$ cat src/hdl/cvc_pkg.sv
// package for the comparator and reference ladder control block
// assumes one clock domain and a single-word AHB-Lite register slave
package cvc_pkg;

	// ==========================================
	// register map (byte addresses)
	localparam logic [7:0] CVC_OFF_CMP = 8'h00;
	localparam logic [7:0] CVC_OFF_LAD = 8'h04;
	localparam logic [7:0] CVC_OFF_STAT = 8'h08;
	localparam logic [7:0] CVC_OFF_MASK = 8'h0C;
	localparam logic [7:0] CVC_OFF_SLEEP = 8'h10;
	localparam logic [7:0] CVC_OFF_OUTS = 8'h14;
	localparam int CVC_NREG = 6;

	// ==========================================
	// comparator control fields
	localparam int CVC_CMP_SECOND_COMPARATOR_RESULT = 7;
	localparam int CVC_CMP_FIRST_COMPARATOR_RESULT = 6;
	localparam logic [7:0] CVC_CMP_WMASK = 8'h3F;
	localparam logic [2:0] CVC_MODE_OFF = 3'h7;
	localparam logic [2:0] CVC_MODE_MUX4_VREF = 3'h6;
	localparam logic [7:0] CVC_CMP_RST = 8'h07;

	// ==========================================
	// ladder control fields
	localparam int CVC_LAD_EN = 7;
	localparam int CVC_LAD_OE = 6;
	localparam int CVC_LAD_RNG = 5;
	localparam int CVC_LAD_SRC = 4;
	localparam logic [7:0] CVC_LAD_RST = 8'h00;

	// ==========================================
	// status / mask bits
	localparam int CVC_ST_CHG = 0;
	localparam int CVC_ST_W = 1;

	typedef struct packed {
		logic c2inv;
		logic c1inv;
		logic cis;
		logic [2:0] mode;
	} cvc_cmp_t;

	typedef struct packed {
		logic power_on;
		logic pin_drive;
		logic range_sel;
		logic source_sel;
		logic [3:0] tap;
	} cvc_lad_t;

	// analog-facing control bundle
	typedef struct packed {
		logic cmp1_on;
		logic cmp2_on;
		logic vref_to_cmp;
		logic ladder_power_on;
		logic ladder_pin_drive;
		logic ladder_range_select;
		logic ladder_source_select;
		logic [3:0] ladder_tap_code;
	} cvc_ana_t;

	function automatic logic [7:0] cvc_hit(input logic [7:0] a);
		logic [7:0] h;
		h = '0;
		case (a)
			CVC_OFF_CMP: h[0] = 1'b1;
			CVC_OFF_LAD: h[1] = 1'b1;
			CVC_OFF_STAT: h[2] = 1'b1;
			CVC_OFF_MASK: h[3] = 1'b1;
			CVC_OFF_SLEEP: h[4] = 1'b1;
			CVC_OFF_OUTS: h[5] = 1'b1;
			default: h = '0;
		endcase
		return h;
	endfunction

endpackage

$ cat src/hdl/cvc_sync.sv
// two-flop synchroniser for asynchronous comparator outputs
// assumes the analog side toggles slower than the clock
`timescale 1ns/1ns
module cvc_sync #(
	parameter int W = 2
) (
	input wire logic hclk,
	input wire logic hresetn,
	input wire logic [W-1:0] d,
	output logic [W-1:0] q
);
	typedef struct packed {
		logic [W-1:0] s1;
		logic [W-1:0] s2;
	} cvc_sync_st_t;

	cvc_sync_st_t st_r;
	cvc_sync_st_t st_nxt;

	always_comb begin
		st_nxt.s1 = d;
		st_nxt.s2 = st_r.s1;
	end

	always_ff @(posedge hclk or negedge hresetn) begin
		if (!hresetn) begin
			st_r <= '0;
		end else begin
			st_r <= st_nxt;
		end
	end

	assign q = st_r.s2;
endmodule

$ cat src/hdl/cvc_top.sv
// comparator mode and reference ladder control with AHB-Lite registers
// assumes the analog comparators and ladder sit outside; results arrive async
//
// Local design decisions: the AHB-Lite slave port and the register offsets.
`timescale 1ns/1ns
module cvc_top
	import cvc_pkg::*;
(
	input wire logic hclk,
	input wire logic hresetn,
	input wire logic hsel,
	input wire logic [7:0] haddr,
	input wire logic [1:0] htrans,
	input wire logic hwrite,
	input wire logic [2:0] hsize,
	input wire logic [31:0] hwdata,
	input wire logic hready,
	output logic [31:0] hrdata,
	output logic hreadyout,
	output logic hresp,
	input wire logic [1:0] comparator_raw,
	input wire logic sleeping,
	input wire logic port_a_direction_two,
	output cvc_ana_t ana,
	output logic port_a_pin_two_digital_oe,
	output logic comparator_change_flag,
	output logic irq,
	output logic wake_request
);

	// ==========================================
	// state
	typedef struct packed {
		cvc_cmp_t cmp;
		cvc_lad_t lad;
		logic [1:0] latched;
		logic [CVC_ST_W-1:0] status;
		logic [CVC_ST_W-1:0] mask;
		logic wr_pend;
		logic [7:0] wr_hit;
		logic [31:0] rdata;
		cvc_ana_t ana;
	} cvc_st_t;

	cvc_st_t st_r;
	cvc_st_t st_nxt;
	logic [1:0] res_sync;
	logic [1:0] res_shown;
	logic addr_valid;
	logic [7:0] hit;
	logic access_cmp;
	logic mismatch;
	logic irq_lvl;

	// ==========================================
	// synchronise analog results
	cvc_sync #(
		.W(2)
	) u_sync (
		.hclk(hclk),
		.hresetn(hresetn),
		.d(comparator_raw),
		.q(res_sync)
	);

	// ==========================================
	// helpers
	function automatic cvc_ana_t make_ana(input cvc_cmp_t c, input cvc_lad_t l);
		cvc_ana_t a;
		a.cmp1_on = (c.mode != CVC_MODE_OFF);
		a.cmp2_on = (c.mode != CVC_MODE_OFF);
		a.vref_to_cmp = (c.mode == CVC_MODE_MUX4_VREF);
		// ladder fields pass straight through, no dependence on mode
		a.ladder_power_on = l.power_on;
		a.ladder_pin_drive = l.pin_drive;
		a.ladder_range_select = l.range_sel;
		a.ladder_source_select = l.source_sel;
		a.ladder_tap_code = l.tap;
		return a;
	endfunction

	function automatic logic [7:0] cmp_byte(input cvc_cmp_t c, input logic [1:0] r);
		return {r[1], r[0], c};
	endfunction

	// ==========================================
	// bus decode
	assign addr_valid = hsel && hready && htrans[1];
	assign hit = cvc_hit(haddr);
	// a read or a write address phase of comparator control resyncs the latch
	assign access_cmp = addr_valid && hit[0];

	// comparator outputs forced low while both are off
	assign res_shown = (st_r.cmp.mode == CVC_MODE_OFF) ? 2'b00 : res_sync;
	assign mismatch = (res_shown != st_r.latched);

	always_comb begin
		st_nxt = st_r;

		// write data phase: fields update next cycle
		st_nxt.wr_pend = 1'b0;
		st_nxt.wr_hit = '0;
		if (st_r.wr_pend) begin
			if (st_r.wr_hit[0]) begin
				// result bits 7:6 masked off; writes never reach them
				st_nxt.cmp = cvc_cmp_t'(hwdata[7:0] & CVC_CMP_WMASK);
			end
			if (st_r.wr_hit[1]) begin
				st_nxt.lad = cvc_lad_t'(hwdata[7:0]);
			end
			if (st_r.wr_hit[3]) begin
				st_nxt.mask = hwdata[CVC_ST_W-1:0];
			end
		end

		// ---- address phase capture
		if (addr_valid && hwrite) begin
			st_nxt.wr_pend = 1'b1;
			st_nxt.wr_hit = hit;
		end

		// ---- read data, registered
		st_nxt.rdata = '0;
		if (addr_valid && !hwrite) begin
			case (1'b1)
				hit[0]: st_nxt.rdata = {24'h0000_00, cmp_byte(st_r.cmp, res_shown)};
				hit[1]: st_nxt.rdata = {24'h0000_00, st_r.lad};
				hit[2]: st_nxt.rdata = {31'h0000_0000, st_r.status[CVC_ST_CHG]};
				hit[3]: st_nxt.rdata = {31'h0000_0000, st_r.mask[CVC_ST_CHG]};
				hit[4]: st_nxt.rdata = {31'h0000_0000, sleeping};
				hit[5]: st_nxt.rdata = {30'h0000_0000, res_shown};
				default: st_nxt.rdata = '0;
			endcase
		end

		// change detection: a read or write access to comparator control ends the mismatch
		if (access_cmp) begin
			st_nxt.latched = res_shown;
		end

		// sticky flag, write one to clear; a new mismatch wins
		if (st_r.wr_pend && st_r.wr_hit[2] && hwdata[CVC_ST_CHG]) begin
			st_nxt.status[CVC_ST_CHG] = 1'b0;
		end
		if (mismatch) begin
			st_nxt.status[CVC_ST_CHG] = 1'b1;
		end

		// sleep state is never consulted for the analog controls
		st_nxt.ana = make_ana(st_nxt.cmp, st_nxt.lad);
	end

	always_ff @(posedge hclk or negedge hresetn) begin
		if (!hresetn) begin
			st_r.cmp <= cvc_cmp_t'(CVC_CMP_RST);
			st_r.lad <= cvc_lad_t'(CVC_LAD_RST);
			st_r.latched <= '0;
			st_r.status <= '0;
			st_r.mask <= '0;
			st_r.wr_pend <= 1'b0;
			st_r.wr_hit <= '0;
			st_r.rdata <= '0;
			st_r.ana <= '0; // comparators off, ladder down, pin released
		end else begin
			st_r <= st_nxt;
		end
	end

	// ==========================================
	// outputs
	assign hrdata = st_r.rdata;
	assign hreadyout = 1'b1;
	assign hresp = 1'b0;
	assign ana = st_r.ana;
	// ladder on the pin overrides the port direction: digital driver released
	assign port_a_pin_two_digital_oe = !st_r.lad.pin_drive && !port_a_direction_two;
	assign comparator_change_flag = st_r.status[CVC_ST_CHG];
	assign irq_lvl = |(st_r.status & st_r.mask);
	assign irq = irq_lvl;
	// comparators keep running in sleep, so an unmasked change still wakes
	assign wake_request = irq_lvl && sleeping;
	// software is expected to drop ladder power before sleep; hardware keeps it

endmodule

$ cat config.mk
export PLATFORM = sky130hd
export DESIGN_NAME = cvc_top
export DESIGN_NICKNAME = d
export VERILOG_FILES = /design/src/hdl/cvc_pkg.sv /design/src/hdl/cvc_sync.sv /design/src/hdl/cvc_top.sv
export SDC_FILE = /design/constraint.sdc
export NUM_CORES = 1
export LEC_CHECK = 0
export CAP_MARGIN = 20
export CELL_PAD_IN_SITES_DETAIL_PLACEMENT = 0
export CELL_PAD_IN_SITES_GLOBAL_PLACEMENT = 1
export CORE_UTILIZATION = 45
export DETAILED_ROUTE_END_ITERATION = 12
export DONT_BUFFER_PORTS = 1
export GPL_ROUTABILITY_DRIVEN = 0
export HOLD_SLACK_MARGIN = 0.03
export PLACE_DENSITY_LB_ADDON = 0.1
export SYNTH_ARGS = -nofsm -noshare
export SYNTH_HDL_FRONTEND = slang
export SYNTH_SLANG_ARGS = --single-unit
$ cat constraint.sdc
create_clock -name hclk -period 1.65 [get_ports hclk]
set_clock_uncertainty 0.2 [all_clocks]
set_input_delay 0.165 -clock hclk [delete_from_list [all_inputs] [get_ports hclk]]
set_output_delay 0.165 -clock hclk [all_outputs]
set_load 0.02 [all_outputs]
After elaboration in Yosys (flattened, before gate mapping):

Cells that the tools add are included.

* bits in registers: 61
* input port bits: 54
* output and inout bits: 49
* logic and storage cells: 66

* equal/unequal tests: 9
* mux-type cells: 20
* bitwise gates (word level): 1
* reductions and logical operators: 17

Operators with widths (count)
* 2-to-1 mux 8 bit: 4
* == test 8 x 4 -> 1 bit, second input constant: 2
* == test 8 x 5 -> 1 bit, second input constant: 2
* 2-to-1 mux 11 bit: 1
* 2-to-1 mux 2 bit: 5
* logical AND 1 bit: 9
* 2-to-1 mux 9 bit: 1
* == test 8 x 3 -> 1 bit, second input constant: 1
* zero test 8 bit: 1
* 2-to-1 mux 1 bit: 8
* == test 3 bit, second input constant: 2
* AND reduction 2 bit: 3
* zero test 1 bit: 3
* 2-to-1 mux 3 bit: 1
* != test 3 bit, second input constant: 1
* != test 2 bit: 1
* nonzero test 2 bit: 1
* AND 1 bit: 1

Longest topological paths before layout:

* word-level depth: 9
* depth in mapped cells: 5
* gate-level depth less buffers: 4

Hierarchy:

Synthesis repeated with hierarchy kept, for this count alone.

* cells, all modules: 164
* area total of the unflattened synthesis: 1870.5 µm²

By module, submodules not included
* cvc_top: instances 1, cells each 160, area an instance 1770.4 µm², seq. area each 829.5 µm²
* cvc_sync: instances 1, cells each 4, area an instance 100.1 µm², seq. area each 100.1 µm²

Worst setup path before layout:

Ideal clock, no wire load.

* path type: input to register
* from: input port haddr[1]
* to: register st_r[54] in the netlist's numbering
* setup time: 118 ps
* arrival time: 1381 ps
* required time: 1332 ps
* slack: -49 ps
* stages: 5
* buffers on the path: 1
* cell sequence: or4_4 > nor4b_2 > buf_4 > nand2_1 > a21o_1

* longest elaborated chain between the ends: 3

RTL lines
* start, declared: line cvc_top.sv:12 `input wire logic [7:0] haddr,`
* zero test 8 bit: line cvc_pkg.sv:67 `case (a)`
* 2-to-1 mux 1 bit: line cvc_pkg.sv:67
* logical AND 1 bit: line cvc_top.sv:91 `assign access_cmp = addr_valid && hit[0];`
* end signal, assigned: line cvc_top.sv:165 `st_r <= st_nxt;`
* end, declared: line cvc_top.sv:45 `cvc_st_t st_r;`

No other way between the ends.
A chain may end at the register's enable or synchronous reset.

==> reports/results.md <==
- worst skew pair latency: 280 ps
- Crit Path Max Fanout: 5
- portion of the post-synthesis area used by sequential elements: 0.493
- HPWL reported at the end of detailed placement: 2440 um
- detailed-routing iteration count for the pre-antenna-repair pass: 4
- first-pass GRT wire length: 5250 um
- share of the synthesized area in the top cell type: 0.452
- clock transition time at the flip-flop clock pins of the worst setup and hold paths: 70 ps
- core area: 4000 sq um
- leading cell types by total area after synthesis: dfrtp_1, buf_4, mux2_2
- Most used DFF post-synth: dfrtp_1
- total vias in the final route: 1157
- final global-route overflow total: 0
- # Post-CTS Setup Buffers: 0
- average instance area after synthesis: 11.1 sq um
- highest-count cells in the layout ignoring fill and taps: dfrtp_1, conb_1, dlygate4sd3_1
- max capacitance violation total: 0
- clock buffers created by TritonCTS: 5
- initial standard-cell utilization of the core: 0.471
- standard-cell row count: 23
- Layout Area Growth over Synthesis: 11.7%
- Worst setup EP type: flop
- share of synthesized flip-flops with an asynchronous set or reset: 1.00
- post-route minimum period: 1640 ps
- Total Routed Length: 3400 um
- vias in the first global route: 1109
- Final ANT Viol Nets: 0
- Routed WL per cell: 14.5 um
- type of the worst setup path: in2reg
- I/O pins: 103
- layout cell share with drive strength beyond 1: 0.243
- final period utilization: 0.994
- H-Tree Level Count: 2
- unrepaired setup endpoints after global routing: no
- maximum number of pins on one net before global-route repair: 38
- non-filler cells in the finished layout: 235
- nature of the critical path startpoint: input port
- cell accounting for the most synthesized area: dfrtp_1
- root buffer selected by CTS: clkbuf_8
- final core utilization: 0.526
- Clock Tree Buf Depth: 2
- number of flip-flops and latches in the synthesized netlist: 37
- number of distinct library cells after synthesis: 38
- class of the tightest hold or removal check: in2reg
- CTS tree: built
- Yosys warnings: 0
- initial antenna violation count: 0
- mean number of vias per cell: 4.92
- EDFF count, synth: 0
- Die Area: 4450 sq um
- largest vdd supply drop: 0.525 mV
- max-slew violation count: 0
- Req. time, crit path: 1580 ps
- number of sinks handled by clock tree synthesis: 37
- DR iter-0 viols: 73
- post-synthesis instance total: 169
- standby leakage power: 0.962 nW
- Antenna diodes: 0
- Max Clk Rate: 0.610 GHz
- final-report setup violation count: 0
- run status: finished, final reports clean
- number of hold-slack violations in the final timing report: 0
- arrival time of data at the critical path endpoint: 1570 ps
- most common cell after layout, fill and taps aside: dfrtp_1
- port bufs: 0
- global-route total usage across every layer: 0.164
- x dimension of the die: 66.7 um
- cell area after technology mapping: 1880 sq um
- vertical die dimension: 66.7 um
- Residual DRC: 0
- Pwr Density: 928 nW/um^2
- number of cells after detailed placement: 209
- net count of the finished layout: 238
state kept, by name, summed over array words and instances (netlist names):
signal                  flops
u_sync.q                    2
hrdata                      8
comparator_change_flag      1
st_r                       14
ana                        10
u_sync.st_nxt               2
cell families (layout without fill, tap and decap cells):
kind of cell,count (synthesis),after routing,synth area share
multiplexers,17,17,0.100
AO/OA/AOI/OAI,16,16,0.0657
flip-flops,37,37,0.493
XOR/XNOR,1,1,0.00465
AND/OR/NAND/NOR,46,46,0.140
other,2,26,0.00399
buffers and inverters,50,42,0.192
worst paths after layout:
path | startpoint | cells after the start | endpoint | slack, ps
worst max register to register | st_r[64] | 4 | hrdata[0] | 110
min in group asynchronous | hresetn | 2 | comparator_change_flag | 130
max in group asynchronous | hresetn | 2 | st_r[64] | 860
worst min register to register | u_sync.st_nxt[1] | 0 | u_sync.q[1] | 150
worst max-delay path | haddr[3] | 5 | hrdata[0] | 9
worst min-delay path | haddr[1] | 3 | hrdata[0] | 30
repair_timing:
action | in CTS | in global routing
hold buffers | 17 | 1
pin swaps | 0 | 1
setup endpoints to repair | 1 | 1
endpoints found under the hold margin | 68 | 3
gates resized for setup | 1 | 0
critical path: stages:
cell and delay (ps):
dlygate4sd3_1 580, nand2b_1 180, nor3_1 190, a311oi_1 80
a2111oi_1 370
layer usage:
metal	vias up	wire, um	share of wire	global-route usage
met3	6	228	0.067	0.0565
met4	0	46	0.014	0.0718
met5	-	0	0	0
met1	561	1380	0.40	0.204
li1	540	-	-	-
met2	50	1750	0.51	0.258
per-stage QoR:
stage               TNS (ps)  instance area (sq um)  total power, mW  setup slack [ps]  hold WS (ps)
CTS                        0                   2090             1.98              40.6          -113
floorplan               -114                   1980             1.16             -28.1          -331
global placement        -630                   1800             1.12              -123          -329
detailed placement      -648                   1800             1.12              -109          -329
global route               0                   2100             2.03             0.448          33.0
finish                     0                   2100             1.95              9.48          31.7
cell type report:
cell class / count / area [sq um]
clock buffer: 7 / 86.3
clock inverter: 1 / 30.0
fill: 378 / 1900
inverter: 2 / 7.51
multi-input combinational: 106 / 693
sequential: 37 / 930
tap: 50 / 62.6
timing repair buffer: 32 / 295
where the power goes:
group	switching, mW	leakage (nW)	total, mW	internal [mW]
Combinational	0.121	0.444	0.198	0.0765
Clock	0.293	0.0585	0.786	0.492
Sequential	0.0318	0.459	0.968	0.937
synth_stat cells, types with 2 or more instances:
cell / number
buf_4: 46
dfrtp_1: 34
mux2_2: 15
nand2_1: 11
nor2_1: 11
a22oi_1: 4
and3_1: 3
dfstp_2: 3
nand3_1: 3
nor3_1: 3
a21o_1: 2
a32oi_1: 2
and4_1: 2
conb_1: 2
inv_1: 2
mux2i_1: 2
nand2b_1: 2
nor2b_1: 2
Power figures use the tool's default switching activity.
